===== src/hw/nvsrs_pkg.sv =====
// Functional notes
// - the power-up restore ends within 20 ms of supply rising past trip.
// - host reads and writes are ignored in a store, a restore or low supply.
// - a power-loss or pin store is skipped when nothing new was written.
// - access stays on up to 25 ns after any store, restore or save trigger; here one 50 ns grace cycle, none on power loss.
// - software commands act within 100 us and only while supply is high.
// - a software store locks out host access up to 8 ms, a restore 200 us; here a store adds 500 ns high drive and a 5 us release wait.
// - access is off while the far party drives the store-busy pin low.
// - after the store-busy pin returns high, access is back within 5 us.
// - the pin is driven high for no more than 500 ns before release.
`default_nettype none
package nvsrs_pkg;
  localparam int unsigned CLK_HZ = 20_000_000;
  localparam int unsigned RECALL_MS = 20;
  localparam int unsigned STORE_MS = 8;
  localparam int unsigned SW_RECALL_US = 200;
  localparam int unsigned CMD_US = 100;
  localparam int unsigned RELEASE_US = 5;
  localparam int unsigned DELAY_NS = 25;
  localparam int unsigned DRIVE_HIGH_NS = 500;
  localparam int unsigned PULSE_NS = 15;
  // longest times round down, least times round up, never under one cycle
  localparam int unsigned RECALL_CYC = RECALL_MS * (CLK_HZ / 1000);
  localparam int unsigned STORE_CYC = STORE_MS * (CLK_HZ / 1000);
  localparam int unsigned SW_RECALL_CYC = SW_RECALL_US * (CLK_HZ / 1_000_000);
  localparam int unsigned CMD_CYC = CMD_US * (CLK_HZ / 1_000_000);
  localparam int unsigned RELEASE_CYC = RELEASE_US * (CLK_HZ / 1_000_000);
  localparam int unsigned DELAY_CYC = 1;
  localparam int unsigned DRIVE_HIGH_CYC =
    DRIVE_HIGH_NS / (1_000_000_000 / CLK_HZ);
  localparam int unsigned PULSE_CYC =
    (PULSE_NS + (1_000_000_000 / CLK_HZ) - 1) / (1_000_000_000 / CLK_HZ);
  localparam int unsigned CNT_W = 24;
  typedef enum logic [1:0] {
    NVSRS_CMD_STORE,
    NVSRS_CMD_RECALL,
    NVSRS_CMD_SAVE_ON,
    NVSRS_CMD_SAVE_OFF
  } nvsrs_cmd_e;
  typedef enum {
    NVSRS_ST_POWERUP,
    NVSRS_ST_IDLE,
    NVSRS_ST_GRACE,
    NVSRS_ST_STORE,
    NVSRS_ST_RECALL,
    NVSRS_ST_DRIVE_HIGH,
    NVSRS_ST_PIN_WAIT,
    NVSRS_ST_OFF
  } nvsrs_state_e;
endpackage
`default_nettype wire


===== src/hw/nvsrs_sync.sv =====
`timescale 1ns/10ps
`default_nettype none
module nvsrs_sync (
  input wire logic i_clock,
  input wire logic i_resetn,
  input wire logic i_async,
  output logic o_level
);
  logic [2:0] stage;
  logic [2:0] next_stage;
  logic next_level;
  always_comb begin
    next_stage = {stage[1:0], i_async};
    // a change counts once the second and third stages agree
    next_level = (stage[1] == stage[2]) ? stage[2] : o_level;
  end
  always_ff @(posedge i_clock or negedge i_resetn) begin
    if (!i_resetn) begin
      stage <= 3'h7;
      o_level <= 1'h1;
    end else begin
      stage <= next_stage;
      o_level <= next_level;
    end
  end
endmodule // nvsrs_sync
`default_nettype wire


===== src/hw/nvsrs_sequencer.sv =====
`timescale 1ns/10ps
`default_nettype none
module nvsrs_sequencer
  import nvsrs_pkg::*;
#(
  parameter int unsigned RECALL_CYCLES = RECALL_CYC,
  parameter int unsigned STORE_CYCLES = STORE_CYC,
  parameter int unsigned SW_RECALL_CYCLES = SW_RECALL_CYC
) (
  input wire logic i_clock,
  input wire logic i_resetn,
  input wire logic i_power_good,
  input wire logic i_store_busy_pin,
  input wire logic i_cmd_valid,
  input wire nvsrs_pkg::nvsrs_cmd_e i_cmd,
  input wire logic i_sram_write,
  output logic o_rw_inhibit,
  output logic o_store_busy_pin_out,
  output logic o_store_busy_pin_oe,
  output logic o_save_enabled,
  output logic o_recall_done
);
  import nvsrs_pkg::*;

  // ----------------------------------------------------------------
  // input synchronisers
  // ----------------------------------------------------------------
  logic pin_level;
  logic power_level;
  nvsrs_sync u_pin_sync (
    .i_clock(i_clock),
    .i_resetn(i_resetn),
    .i_async(i_store_busy_pin),
    .o_level(pin_level)
  );
  nvsrs_sync u_pwr_sync (
    .i_clock(i_clock),
    .i_resetn(i_resetn),
    .i_async(i_power_good),
    .o_level(power_level)
  );

  // ----------------------------------------------------------------
  // sequencer
  // ----------------------------------------------------------------
  nvsrs_state_e state, next_state;
  nvsrs_state_e after_grace, next_after_grace;
  logic [CNT_W-1:0] count, next_count;
  logic dirty, next_dirty;
  logic save_en, next_save_en;
  logic pending, next_pending;
  nvsrs_cmd_e pend_cmd, next_pend_cmd;
  logic next_inhibit, next_pin_out, next_pin_oe, next_done;
  logic pin_low, power_low;

  // a pin store the device drives itself is not a far-party request
  assign pin_low = !pin_level && !o_store_busy_pin_oe;
  assign power_low = !power_level;

  always_comb begin
    next_state = state;
    next_after_grace = after_grace;
    next_count = count;
    next_save_en = save_en;
    next_pending = pending;
    next_pend_cmd = pend_cmd;
    next_done = o_recall_done;
    // a write in the same cycle as a nonvolatile cycle's start still counts
    next_dirty = dirty;
    if (i_cmd_valid && power_level && !pending) begin
      next_pending = 1'h1;
      next_pend_cmd = i_cmd;
    end
    unique case (state)
      NVSRS_ST_POWERUP: begin
        next_count = count + 1'h1;
        if (power_low) begin
          next_count = '0;
        end else if (count >= CNT_W'(RECALL_CYCLES - 1)) begin
          next_state = NVSRS_ST_IDLE;
          next_dirty = 1'h0;
          next_done = 1'h1;
        end
      end
      NVSRS_ST_IDLE: begin
        next_count = '0;
        if (power_low) begin
          next_after_grace = (save_en && dirty) ? NVSRS_ST_STORE
                                                : NVSRS_ST_OFF;
          next_state = NVSRS_ST_GRACE;
        end else if (pin_low) begin
          next_after_grace = dirty ? NVSRS_ST_STORE
                                   : NVSRS_ST_PIN_WAIT;
          next_state = NVSRS_ST_GRACE;
        end else if (pending) begin
          next_pending = 1'h0;
          unique case (pend_cmd)
            NVSRS_CMD_STORE: next_after_grace = NVSRS_ST_STORE;
            NVSRS_CMD_RECALL: next_after_grace = NVSRS_ST_RECALL;
            NVSRS_CMD_SAVE_ON: begin
              next_save_en = 1'h1;
              next_after_grace = NVSRS_ST_IDLE;
            end
            NVSRS_CMD_SAVE_OFF: begin
              next_save_en = 1'h0;
              next_after_grace = NVSRS_ST_IDLE;
            end
          endcase
          next_state = NVSRS_ST_GRACE;
        end
      end
      NVSRS_ST_GRACE: begin
        next_state = after_grace;
        if (after_grace == NVSRS_ST_STORE ||
            after_grace == NVSRS_ST_RECALL) begin
          next_dirty = 1'h0;
        end
      end
      NVSRS_ST_STORE: begin
        next_count = count + 1'h1;
        if (count >= CNT_W'(STORE_CYCLES - 1)) begin
          next_count = '0;
          next_state = power_low ? NVSRS_ST_OFF : NVSRS_ST_DRIVE_HIGH;
        end
      end
      NVSRS_ST_RECALL: begin
        next_count = count + 1'h1;
        if (count >= CNT_W'(SW_RECALL_CYCLES - 1)) begin
          next_count = '0;
          next_state = NVSRS_ST_IDLE;
        end
      end
      NVSRS_ST_DRIVE_HIGH: begin
        next_count = count + 1'h1;
        if (count >= CNT_W'(DRIVE_HIGH_CYC - 1)) begin
          next_count = '0;
          next_state = NVSRS_ST_PIN_WAIT;
        end
      end
      NVSRS_ST_PIN_WAIT: begin
        // hold off until the far party lets go, then a short settle
        if (pin_low) begin
          next_count = '0;
        end else begin
          next_count = count + 1'h1;
          if (count >= CNT_W'(RELEASE_CYC - 1)) begin
            next_state = NVSRS_ST_IDLE;
          end
        end
      end
      NVSRS_ST_OFF: begin
        next_count = '0;
        next_done = 1'h0;
        if (power_level) begin
          next_state = NVSRS_ST_POWERUP;
        end
      end
    endcase
    if (i_sram_write && !o_rw_inhibit) begin
      next_dirty = 1'h1;
    end
    next_inhibit = !(next_state == NVSRS_ST_IDLE ||
                     next_state == NVSRS_ST_GRACE) || power_low;
    if (next_state == NVSRS_ST_IDLE && pin_low) begin
      next_inhibit = 1'h1;
    end
    next_pin_oe = (next_state == NVSRS_ST_STORE) ||
                  (next_state == NVSRS_ST_DRIVE_HIGH);
    next_pin_out = (next_state == NVSRS_ST_DRIVE_HIGH);
  end

  always_ff @(posedge i_clock or negedge i_resetn) begin
    if (!i_resetn) begin
      state <= NVSRS_ST_POWERUP;
      after_grace <= NVSRS_ST_IDLE;
      count <= '0;
      dirty <= 1'h0;
      save_en <= 1'h1;
      pending <= 1'h0;
      pend_cmd <= NVSRS_CMD_STORE;
      o_rw_inhibit <= 1'h1;
      o_store_busy_pin_out <= 1'h0;
      o_store_busy_pin_oe <= 1'h0;
      o_recall_done <= 1'h0;
      o_save_enabled <= 1'h1;
    end else begin
      state <= next_state;
      after_grace <= next_after_grace;
      count <= next_count;
      dirty <= next_dirty;
      save_en <= next_save_en;
      pending <= next_pending;
      pend_cmd <= next_pend_cmd;
      o_rw_inhibit <= next_inhibit;
      o_store_busy_pin_out <= next_pin_out;
      o_store_busy_pin_oe <= next_pin_oe;
      o_recall_done <= next_done;
      o_save_enabled <= next_save_en;
    end
  end
endmodule // nvsrs_sequencer
`default_nettype wire


===== config.mk =====
export PLATFORM = sky130hd
export DESIGN_NAME = nvsrs_sequencer
export DESIGN_NICKNAME = d
export VERILOG_FILES = /design/src/hw/nvsrs_pkg.sv /design/src/hw/nvsrs_sync.sv /design/src/hw/nvsrs_sequencer.sv
export SDC_FILE = /design/constraint.sdc
export NUM_CORES = 1
export LEC_CHECK = 0
export BUFFER_PORTS_ARGS = -buffer_cell sky130_fd_sc_hd__buf_4
export CAP_MARGIN = 25
export CORE_AREA = 3 3 88 90
export CTS_CLUSTER_DIAMETER = 80
export CTS_CLUSTER_SIZE = 10
export DETAILED_ROUTE_END_ITERATION = 8
export DIE_AREA = 0 0 91 93
export PLACE_DENSITY_LB_ADDON = 0.1
export SETUP_SLACK_MARGIN = 0.1
export SYNTH_ARGS = -nofsm -noshare
export SYNTH_HDL_FRONTEND = slang
export SYNTH_SLANG_ARGS = --single-unit
export TNS_END_PERCENT = 30

===== constraint.sdc =====
create_clock -name i_clock -period 2.5 [get_ports i_clock]
set_input_delay 0.5 -clock i_clock [delete_from_list [all_inputs] [get_ports i_clock]]
set_output_delay 0.5 -clock i_clock [all_outputs]
set_load 0.05 [all_outputs]

## Yosys cells after proc, flatten, opt, wreduce, memory -nomap -nowiden

Cells that the tools add are included.

- Bitwise logic cells: 1
- Magnitude comparators: 5
- Reduce and logical (&&, ||, !) cells: 28
- Equal/unequal tests: 24
- $add $sub $neg: 1
- Muxes and demuxes: 40

Operators by type and width:

| operator | number |
|---|---|
| 32-bit two-way mux | 14 |
| 32-bit one-hot mux with 8 select lines | 1 |
| 32-bit by 3-bit == test with 1-bit output (second input constant) | 7 |
| 24-bit one-hot mux with 6 select lines | 1 |
| 24-bit two-way mux | 5 |
| 32-bit by 2-bit == test with 1-bit output (second input constant) | 3 |
| 32-bit one-hot mux with 3 select lines | 1 |
| 32-bit by 4-bit == test with 1-bit output (second input constant) | 2 |
| 32-bit by 1-bit == test with 1-bit output (second input constant) | 1 |
| 32-bit zero test | 1 |
| 24-bit by 1-bit adder with 24-bit output (second input constant) | 1 |
| 24-bit by 12-bit greater-or-equal comparator with 1-bit output (second input constant) | 1 |
| 24-bit by 18-bit greater-or-equal comparator with 1-bit output (second input constant) | 1 |
| 24-bit by 19-bit greater-or-equal comparator with 1-bit output (second input constant) | 1 |
| 24-bit by 4-bit greater-or-equal comparator with 1-bit output (second input constant) | 1 |
| 24-bit by 7-bit greater-or-equal comparator with 1-bit output (second input constant) | 1 |
| 1-bit two-way mux | 12 |
| 3-bit != test (second input constant) | 3 |
| 1-bit logical AND | 6 |
| 1-bit zero test | 6 |
| 3-bit two-way mux | 2 |
| 1-bit one-hot mux with 2 select lines | 3 |
| 6-bit nonzero test | 1 |
| 5-bit AND reduction | 1 |
| other kinds (16) | 23 |

- Bits of input ports: 8
- Register bits after elaboration: 105
- Output and inout bits: 5

## Depth between registers and ports, before layout

Gate-level depths: netlist of run 1.

- Depth after elaboration: 10
- Depth in mapped cells: 10

## Hierarchy

Synthesis of run 1 repeated with hierarchy kept, for this count alone.

- Cells, all modules: 389
- Area, all modules: 3868.7 um2

Modules (own cells, without submodules):

| module | times used | area each (um2) | cells an instance |
|---|---|---|---|
| nvsrs_sequencer | 1 | 3636.0 | 379 |
| nvsrs_sync | 2 | 116.4 | 5 |

## Worst setup path after synthesis of run 1

No wires, ideal clock.

- Path kind: flip-flop to flip-flop
- From: reg count[0]
- To: reg state[16]
- Data required time: 2427 ps
- Arrival time: 2533 ps
- Slack: -106 ps
- Clock period less this slack: 2606 ps
- Cell stages (with the launch flop): 11
- Path through: dfrtp_1 > ha_1 > or4_1 > a311o_1 > o311ai_1 > and2_1 > a211o_1 > nor2_1 > buf_2 > buf_2 > nor2b_1

- Cells in the longest elaborated chain, start to end: 4
- Elaborated cells on any way between the ends: 13
- Those cells by class: order compare (5); mux (8)

RTL lines:

| element | RTL line | text |
|---|---|---|
| start: declaration | nvsrs_sequencer.sv:48 | `logic [CNT_W-1:0] count, next_count;` |
| start signal: assignment | nvsrs_sequencer.sv:189 | `count <= next_count;` |
| 24-bit by 7-bit greater-or-equal comparator with 1-bit output or 24-bit by 19-bit greater-or-equal comparator with 1-bit output (tied branches) | nvsrs_sequencer.sv:146, nvsrs_sequencer.sv:79 |  |
| 32-bit two-way mux, on equally long branches | nvsrs_sequencer.sv:146, nvsrs_sequencer.sv:79 |  |
| 32-bit two-way mux, on equally long branches | nvsrs_sequencer.sv:142, nvsrs_sequencer.sv:77 |  |
| 32-bit one-hot mux with 8 select lines (*) | nvsrs_sequencer.sv:74 | `unique case (state)` |
| via next_state[16] | nvsrs_sequencer.sv:46 | `nvsrs_state_e state, next_state;` |
| end signal: assignment | nvsrs_sequencer.sv:187 | `state <= next_state;` |
| end: declaration | nvsrs_sequencer.sv:46 |  |

Mark *: on every way through the listed nets, which the timed path passes. The rest lies on a longest branch.
A chain may end at the register's enable or synchronous reset.

## Final worst setup path of run 1

- From: reg count[0]
- To: reg count[13]

- Cells in the longest elaborated chain, start to end: 3
- Elaborated cells on any way between the ends: 10
- Those cells by class: add/sub (1); order compare (3); mux (6)

RTL lines:

| element | RTL line |
|---|---|
| 24-bit by 1-bit adder with 24-bit output, or another cell as far along | n/a |
| 24-bit two-way mux, on equally long branches | n/a |
| 24-bit one-hot mux with 6 select lines (*) | nvsrs_sequencer.sv:74 |

Every way passes the cells marked *; elsewhere a longest branch is shown, timed or not.

==> run summary, run 1 <==
Die Ht: 93 µm
Commonest cells after routing, fill and taps aside: 64 x dfrtp_1, 54 x buf_4, 42 x nand2_1, 25 x nor2b_1, 24 x nand3_1
IO Port Bufs: 12
Final Setup Violations: 4
WL/cell: 16.41 µm
Outcome: finished with violations
Starting Density: 0.5412
Mapped Cells: 395
Final hold violation count: 0
Pwr dens: 494.2 mW/mm²
Leak Pwr: 2.267 nW
Gpl congestion: 0.9759
Fin worst setup slack: -0.04038 ns
Syn avg cell area: 9.778 µm²
WL final: 9.042 mm
YS warnings: 0
Synthesis-to-finish area growth: 25.98%
Clock tree root buffer cell: clkbuf_8
Mapped Nets: 406
Initial antenna violation count: 0
Total congestion overflow: 0
Final std cells w/o fill: 551
Post-synth EDFFs: 0
Clock-pin slew on the worst setup and hold paths: 0.09 ns
CTS tree: done
Post-synthesis sequential area ratio: 0.4960
Hold Path Class: in -> async
Synth Flop Type: dfrtp_1
First-pass GRT wire length: 15.08 mm
Sw Pwr: 0.6066 mW
FFs w/ async S/R, synth: 1.000
Vias: 3280
# DRC: 0
Antenna fix cells: 0
Post-Synthesis Cell Area: 0.003862 mm²
Cts hold-fix bufs: 0
Reg2reg setup slack: -0.04 ns
Via density: 5.953
Clk_skew: 0.01275 ns
Die W: 91 µm
Crit path required time: 2.78 ns
Failing checks: setup timing
Area of the core: 0.007137 mm²
Hpwl dp: 6.035 mm
Setup CP Type: reg -> reg
Nets: 458
Cells after DPL: 531
Final ANT Viol Nets: 0
TritonRoute pass-1 iters: 5
Startpoint Class: flop
Most common cell after layout, fill and taps aside: dfrtp_1
WP data arrival: 2.82 ns
Largest net degree at the start of global routing: 51
Sequential share of power: 0.526
Htree depth: 3
Layout cells sized above 1: 0.3385
Comb power frac: 0.081
Clock sinks: 76
Clk pwr share: 0.392
Clk buf depth: 2
Maximum clock rate: 393.6 MHz
Least-Margin Pin Slew: 0.5259 ns
Post-synthesis register bit count: 76
Number of library cell types mapped by synthesis: 55
Fin crit period: 2.540 ns
Sw Share: 0.2523
Worst Path Max Fanout: 7
IR drop worst, VDD: 342.1 µV
Pre-CTS setup slack: -0.03648 ns
CTS buffer count: 9
Vias in the first global route: 3139
Clk_lat worst skew: 0.36 ns
Max-slew violations: 0
Worst Setup End Kind: flop
Max Cap Viol: 0
Num ports: 13
Relative slew slack: 0.6478
DIE AREA: 0.008463 mm²
GR Util All Layers: 0.2219
Initial DRC Count: 202
RSZ-0062 raised after global routing: true
Final period util: 1.016
Rows: 31
Int Pwr: 1.798 mW
==> per-stage QoR <==
step | TNS [ns] | cell area (µm²) | hold slack, ns | util | power [mW]
2_1_floorplan | 0 | 3894 | 0.2044 | - | 1.385
3_3_place_gp | -0.02420 | 4358 | 0.3455 | 0.6106 | 1.455
3_5_place_dp | -0.09276 | 4358 | 0.3513 | 0.6106 | 1.459
4_1_cts | -0.06457 | 4666 | 0.04397 | 0.6538 | 2.405
5_1_grt | -4.287 | 4866 | 0.05104 | 0.6818 | 2.508
6_report | -0.08213 | 4866 | 0.03605 | 0.6818 | 2.405
==> final timing paths <==
| kind | end | from | cells past startpoint |
|---|---|---|---|
| max | count[13] | count[0] | 9 |
| min | pend_cmd[1] | i_resetn | 1 |
| max reg2reg | count[13] | count[0] | 9 |
| min reg2reg | u_pin_sync.stage[1] | u_pin_sync.stage[0] | 0 |
| max in group asynchronous | u_pin_sync.stage[0] | i_resetn | 2 |
| min in group i_clock | u_pwr_sync.stage[0] | i_power_good | 1 |
==> flip-flops by register name, indices dropped and copies added (netlist names) <==
name,cells
o_rw_inhibit,1
u_pin_sync.o_level,1
o_store_busy_pin_oe,1
save_en,1
u_pwr_sync.stage,3
o_recall_done,1
count,24
u_pin_sync.stage,3
state,32
pend_cmd,2
dirty,1
pending,1
u_pwr_sync.o_level,1
after_grace,3
o_store_busy_pin_out,1
==> synthesized netlist by cell type (all sizes together), types with 2 or more instances <==
cell     count  share of area
mux2         3         0.0087
ha           3         0.0097
a21o        18          0.035
nor4         8          0.013
o21a         2         0.0039
or4          6          0.013
clkbuf      12          0.012
or2          5         0.0081
o211ai       3         0.0058
o21ai       19          0.025
a41oi        2         0.0065
nand2       43          0.042
nand2b       3         0.0049
nor2        20          0.019
or3          9          0.015
nor2b       33          0.053
and4         4         0.0091
o2111ai      4         0.0091
a21oi       10          0.013
dfstp       11          0.075
maj3         2         0.0052
o31ai       18          0.044
dfrtp       65           0.42
nor3        13          0.018
and3         3         0.0049
nand3       26          0.035
and2         5         0.0081
nand4        8          0.013
a31oi        3         0.0049
inv          9         0.0087
buf          7          0.012
o311ai       2         0.0045
a2111oi      3          0.012
==> logic make-up after synthesis <==
group	Yosys count	synth area share
AOI/OAI and AO/OA	93	0.1843
adders and majority gates	5	0.01490
DFF	76	0.4960
muxes	3	0.008746
buffers and inverters	29	0.03369
and+or+nand+nor	189	0.2624
==> worst max-delay path, stage by stage, from the launching register on <==
cell and delay [ns]:
dfrtp_2 0.43, ha_2 0.18, or3b_4 0.40, a2111oi_4 0.33, nand4_1 0.19, a41oi_2 0.26
nand3_4 0.18, buf_8 0.20, buf_4 0.13, o31ai_2 0.16
==> routing by layer <==
| metal | part of all wire | global-route usage | vias to the layer above |
|---|---|---|---|
| met2 | 0.47 | 0.3433 | 78 |
| li1 | - | - | 1550 |
| met4 | 0.016 | 0.07161 | 0 |
| met3 | 0.042 | 0.05229 | 15 |
| met5 | 0 | 0 | - |
| met1 | 0.47 | 0.3103 | 1637 |
==> power groups by stage <==
stage	clock network [mW]	registers (mW)	logic, mW
2_1_floorplan	0	1.29	0.0931
3_3_place_gp	0	1.29	0.168
3_5_place_dp	0	1.29	0.170
4_1_cts	0.959	1.27	0.181
5_1_grt	1.02	1.27	0.215
6_report	0.943	1.27	0.195
==> final cells by class <==
class                      instances  area [µm²]
fill                             578        2271
sequential                        76        1917
clock buffer                      10       127.6
inverter                          10       37.54
tap                               99       123.9
timing repair buffer              60       494.2
multi-input combinational        290        2101
clock inverter                     6       65.06
==> timing repair <==
item | CTS | global route
hold endpoints to repair | 0 | 0
setup buffers | 2 | 2
resized for setup | 19 | 43
setup endpoints to repair | 56 | 60
pin swaps | 11 | 11
Power figures use the tool's default switching activity.
==> inputs of run 2 (changes only) <==
CORE_AREA = 2 2 87 89   (was 3 3 88 90)
DIE_AREA = 0 0 89 91   (was 0 0 91 93)
GPL_TIMING_DRIVEN = 0   (was not set)
==> run summary, run 2 (synthesized netlist as in run 1, its figures left out) <==
Crit path required time: 2.77 ns (about the same)
CP max stage delay: 0.55 ns (+0.12 ns)
Gpl congestion: 0.8970 (-8.1%)
Slowest-stage cell, CP: or4_4
Total congestion overflow: 0 (unchanged)
Initial DRC Count: 295 (+46%)
TritonRoute pass-1 iters: 5 (unchanged)
Clk_lat worst skew: 0.36 ns (about the same)
WL/cell: 17.44 µm (+6.3%)
Final Power: 2.590 mW (+7.7%)
Antenna fix cells: 0 (unchanged)
Hold Path Class: in -> reg
Clock sinks: 76 (unchanged)
Vias in the first global route: 3118 (-0.67%)
Pre-CTS setup slack: -0.4572 ns (-0.4207 ns)
Relative slew slack: 0.3874 (-0.2604)
Clk_skew: 0.009251 ns (-0.003496 ns)
Critical Path Source: count[8]
Final ANT Viol Nets: 0 (unchanged)
Synthesis-to-finish area growth: 29.28%
Failing checks: setup timing
Largest regs: state x32, count x24
Final Setup Violations: 44 (+40)
Max Cap Viol: 0 (unchanged)
Final hold violation count: 0 (unchanged)
CTS buffer count: 9 (unchanged)
Reg2reg setup slack: -0.22 ns (-0.18 ns)
Clk pwr share: 0.415 (+0.023)
First-pass GRT wire length: 15.09 mm (about the same)
Outcome: finished with violations
Sw Share: 0.2461 (-0.006141)
Initial antenna violation count: 0 (unchanged)
WP data arrival: 2.99 ns (+0.17 ns)
Least-Margin Pin Slew: 0.9189 ns (+0.3930 ns)
Largest register FFs: 32 (unchanged)
Crit path buf inv count: 2 (unchanged)
Clock tree root buffer cell: clkbuf_8
Max-slew violations: 0 (unchanged)
Delay-heaviest family, CP: simple AND/OR/NAND/NOR gates
Fin worst setup slack: -0.2201 ns (-0.1797 ns)
R2R Path End: count[8]
Vias: 3285 (+0.15%)
Largest net degree at the start of global routing: 77 (+51%)
Sequential share of power: 0.492 (-0.034)
Clock-pin slew on the worst setup and hold paths: 0.08 ns (about the same)
Worst Setup End Kind: flop
Most common cell after layout, fill and taps aside: dfrtp_1
Worst path cell trace: or4_4 -> a21oi_1 -> nand4_1 -> a41oi_4 -> nand3_4 -> buf_12 -> clkbuf_16 -> o31ai_2
WHS: 0.2464 ns (+0.2104 ns)
Htree depth: 3 (unchanged)
Int Pwr: 1.952 mW (+8.6%)
Worst Path Max Fanout: 6 (-1)
Num ports: 13 (unchanged)
Die Ht: 91 µm (-2.2%)
Nets: 452 (-1.3%)
Final period util: 1.088 (+0.07188)
Hpwl dp: 5.795 mm (-4.0%)
R2R depth: 8 (-1)
Maximum clock rate: 367.6 MHz (-6.6%)
IO Port Bufs: 12 (unchanged)
Comb power frac: 0.094 (+0.013)
CP Capture Point: count[8]
Starting Density: 0.5412 (unchanged)
Via density: 6.028 (+1.3%)
IR drop worst, VDD: 336.0 µV (-1.8%)
Die W: 89 µm (-2.2%)
Levels on crit path: 8 (-1)
WL final: 9.506 mm (+5.1%)
Start of the worst register-to-register path: count[8]
Sw Pwr: 0.6374 mW (+5.1%)
Rows: 31 (unchanged)
CTS tree: done
# DRC: 0 (unchanged)
Area of the core: 0.007137 mm² (unchanged)
DIE AREA: 0.008099 mm² (-4.3%)
Leak Pwr: 2.258 nW (-0.39%)
Layout cells sized above 1: 0.3229 (-0.01563)
Top reg by flops: state
Setup CP Type: reg -> reg
Pwr dens: 518.6 mW/mm² (+5.0%)
GR Util All Layers: 0.2376 (+0.01570)
Fin crit period: 2.720 ns (+0.1797 ns)
Cts hold-fix bufs: 0 (unchanged)
Clk buf depth: 2 (unchanged)
Commonest cells after routing, fill and taps aside: 60 x dfrtp_1, 41 x nand2_1, 28 x buf_4, 23 x nand3_1, 23 x nor2b_1
RSZ-0062 raised after global routing: true
Startpoint Class: flop
[run 2: power by group through the flow]
stage                     clock network (mW)  logic [mW]  registers, mW
after floorplan                            0      0.0931           1.29
after global placement                     0       0.147           1.30
after detailed placement                   0       0.150           1.30
after CTS                               1.10       0.195           1.27
after global routing                    1.15       0.258           1.28
final                                   1.07       0.242           1.27
[run 2: area by class of cell]
type / instances / area [µm²]
plain buffers: 19 / 151.4
clock buffers: 9 / 123.9
clock inverters: 7 / 106.4
fillers: 545 / 2143
inverters: 10 / 37.54
multi-input cells: 290 / 2160
flip-flops and latches: 76 / 1922
well taps: 99 / 123.9
repair buffers: 35 / 369.1
[run 2: repair_timing]
action                     CTS  global route
cloned                       0             3
buffers inserted            14             6
gates resized for setup     29            58
setup endpoints to repair   59            60
pin swaps                   13            12
[run 2: through the flow]
| stage | TNS (ns) | utilization | instance area (µm²) | std cells |
|---|---|---|---|---|
| 3_3_place_gp | -12.35 | 0.5756 | 4108 | 506 |
| 4_1_cts | -7.103 | 0.6467 | 4616 | 536 |
| 6_report | -6.015 | 0.6997 | 4994 | 545 |
| 2_1_floorplan | 0 | - | 3894 | 395 |
| 5_1_grt | -9.147 | 0.6997 | 4994 | 545 |
| 3_5_place_dp | -14.67 | 0.5756 | 4108 | 506 |
[run 2: how the worst min path moves through the flow]
| stage | slack, ns | cells past startpoint | end | startpoint |
|---|---|---|---|---|
| floorplan | 0.20 | 0 | after_grace[1] | i_resetn |
| global placement | 0.35 | 0 | u_pin_sync.stage[1] | u_pin_sync.stage[0] |
| detailed placement | 0.35 | 0 | u_pin_sync.stage[1] | u_pin_sync.stage[0] |
| CTS | 0.23 | 1 | u_pin_sync.stage[0] | i_store_busy_pin |
| global route | 0.23 | 1 | u_pin_sync.stage[0] | i_store_busy_pin |
| finish | 0.25 | 1 | u_pin_sync.stage[0] | i_store_busy_pin |
[run 2: per-layer routing]
metal | track usage | wire length [µm]
met5 | 0 | 0
met4 | 0.08706 | 242
met3 | 0.04182 | 514
met2 | 0.3526 | 4420
met1 | 0.3480 | 4329
==> inputs of run 3 (changes only) <==
GPL_TIMING_DRIVEN = not set   (was 0)
PLACE_DENSITY = 0.85   (was not set)
PLACE_DENSITY_LB_ADDON = not set   (was 0.1)
RECOVER_POWER = 100   (was not set)
==> run summary, run 3 (synthesized netlist as in run 1, its figures left out) <==
Clock sinks: 76 (unchanged)
Max-slew violations: 72 (+72)
Top reg by flops: state
Startpoint Class: flop
Failing checks: capacitance limit, slew limit, setup timing
Initial DRC Count: 353 (+20%)
CTS buffer count: 9 (unchanged)
Hpwl dp: 6.179 mm (+6.6%)
Post-DP Area: 0.004308 mm² (+4.9%)
Worst Path Max Fanout: 4 (-2)
GR Util All Layers: 0.2418 (+0.004207)
CTS tree: done
DIE AREA: 0.008099 mm² (unchanged)
Clk buf depth: 2 (unchanged)
Pwr dens: 488.3 mW/mm² (-5.9%)
Clock tree root buffer cell: clkbuf_8
Least-Margin Pin Slew: 1.736 ns (+0.8170 ns)
Slowest-stage cell, CP: or4_1
Maximum clock rate: 382.3 MHz (+4.0%)
Total congestion overflow: 0 (unchanged)
Rows: 31 (unchanged)
WL/cell: 17.51 µm (+0.39%)
Die W: 89 µm (unchanged)
Commonest cells after routing, fill and taps aside: 63 x dfrtp_1, 44 x buf_4, 42 x nand2_1, 24 x nor2b_1, 23 x nand3_1
Final hold violation count: 0 (unchanged)
CP max stage delay: 0.60 ns (+0.05 ns)
WL final: 9.666 mm (+1.7%)
Starting Density: 0.5412 (unchanged)
IR drop worst, VDD: 320.1 µV (-4.7%)
Pre-CTS setup slack: -0.07653 ns (+0.3806 ns)
Final Power: 2.383 mW (-8.0%)
Largest register FFs: 32 (unchanged)
Antenna fix cells: 0 (unchanged)
Synthesis-to-finish area growth: 26.37%
Final core utilization: 0.6839 (-0.01578)
Area of the core: 0.007137 mm² (unchanged)
Nets: 459 (+1.5%)
IO Port Bufs: 12 (unchanged)
Num ports: 13 (unchanged)
Outcome: finished with violations
Max Cap Viol: 1 (+1)
Clock-pin slew on the worst setup and hold paths: 0.09 ns (about the same)
Delay-heaviest family, CP: simple AND/OR/NAND/NOR gates
Initial antenna violation count: 0 (unchanged)
Max Used Layer: met4
Setup CP Type: reg -> reg
# DRC: 0 (unchanged)
RSZ-0062 raised after global routing: true
Vias: 3412 (+3.9%)
Crit path buf inv count: 3 (+1)
Largest regs: state x32, count x24
WP data arrival: 2.89 ns (-0.10 ns)
Leak Pwr: 2.246 nW (-0.55%)
TritonRoute pass-1 iters: 6 (+1)
Fin worst setup slack: -0.1158 ns (+0.1043 ns)
Gpl congestion: 0.8948 (-0.25%)
Cts hold-fix bufs: 0 (unchanged)
Reg2reg setup slack: -0.12 ns (+0.10 ns)
Vias in the first global route: 3215 (+3.1%)
Finished layout cell area: 0.004881 mm² (-2.3%)
Most used cell, CP: buf_4
Sequential cell area: 0.001918 mm² (-0.20%)
Post-route setup TNS: -1.467 ns (+4.548 ns)
WHS: 0.2434 ns (-0.003022 ns)
Final ANT Viol Nets: 0 (unchanged)
Multi-input gate area: 0.002140 mm² (-0.93%)
Clk_lat worst skew: 0.36 ns (about the same)
Layout cells sized above 1: 0.3377 (+0.01488)
Cells after DPL: 526 (+4.0%)
Final Setup Violations: 41 (-6.8%)
Hold Path Class: in -> reg
Final std cells w/o fill: 552 (+1.3%)
Via density: 6.181 (+2.5%)
Final period util: 1.046 (-0.04172)
Most common cell after layout, fill and taps aside: dfrtp_1
Met2 WL: 4.699 mm (+6.3%)
Worst Setup End Kind: flop
Die Ht: 91 µm (unchanged)
Fill cell count: 524 (-3.9%)
First-pass GRT wire length: 15.49 mm (+2.7%)
Fin crit period: 2.616 ns (-0.1043 ns)
Met3 wire length: 577 µm (+12%)
Htree depth: 3 (unchanged)
Relative slew slack: -0.1573 (-0.5447)
Clk_skew: 0.009315 ns (+0.00006431 ns)
Largest net degree at the start of global routing: 72 (-6.5%)
Crit path required time: 2.77 ns (about the same)
Metal-1 WL: 4.091 mm (-5.5%)
Worst path cell trace: or4_1 -> nor3_1 -> buf_4 -> nand4b_1 -> a41oi_2 -> buf_4 -> nand3_2 -> buf_4 -> o31ai_1
run 3: cell count changes in the layout (fill, tap and decap cells not counted), moves of 3 or more:
cell and delta:
buf_4 +16, buf_12 -5, clkbuf_2 -3, dfrtp_1 +3, dfrtp_2 -3, dfstp_1 +3
dfstp_2 -3, o31ai_1 +3, o31ai_4 -3
run 3: repair_timing:
action                                  4_1_cts  5_1_grt
setup buffers                                 5        2
resized for setup                            38       36
pin swaps                                     8        6
endpoints found under the setup margin       57       58
gates cloned                                  0        3
run 3: layout make-up:
| type | instances | share of cell area |
|---|---|---|
| Inverter | 10 | 0.007947 |
| Clock buffer | 9 | 0.02538 |
| Tap cell | 99 | 0.02538 |
| Timing Repair Buffer | 60 | 0.09664 |
| Clock inverter | 7 | 0.01333 |
| Sequential cell | 76 | 0.3930 |
| Multi-Input combinational cell | 291 | 0.4383 |
run 3: power by group:
part | internal [mW] | switching (mW) | total, mW
clock | 0.386 | 0.515 | 0.901
combinational | 0.0974 | 0.117 | 0.215
sequential | 1.25 | 0.0179 | 1.27
total | 1.73 | 0.650 | 2.38
run 3: worst reg2reg max path: stages (launching register included):
cell	delay, ns
dfrtp_1	0.39
or4_1	0.60
nor3_1	0.19
buf_4	0.16
nand4b_1	0.18
a41oi_2	0.25
buf_4	0.18
nand3_2	0.17
buf_4	0.21
o31ai_1	0.21
run 3: path summary, 6_finish.rpt:
kind                                     startpoint                   to  cells past startpoint
worst min-delay path                   i_power_good  u_pwr_sync.stage[0]                      1
worst max register to register            count[14]             count[3]                      9
worst max-delay path                      count[14]             count[3]                      9
worst min register to register  u_pin_sync.stage[0]  u_pin_sync.stage[1]                      0
min in group asynchronous                  i_resetn            state[20]                      1
max in group asynchronous                  i_resetn             count[4]                      1
run 3: metal layers:
layer	up-vias	track usage
li1	1564	-
met1	1666	0.3367
met2	150	0.3700
met3	32	0.05091
met4	0	0.09204
met5	-	0
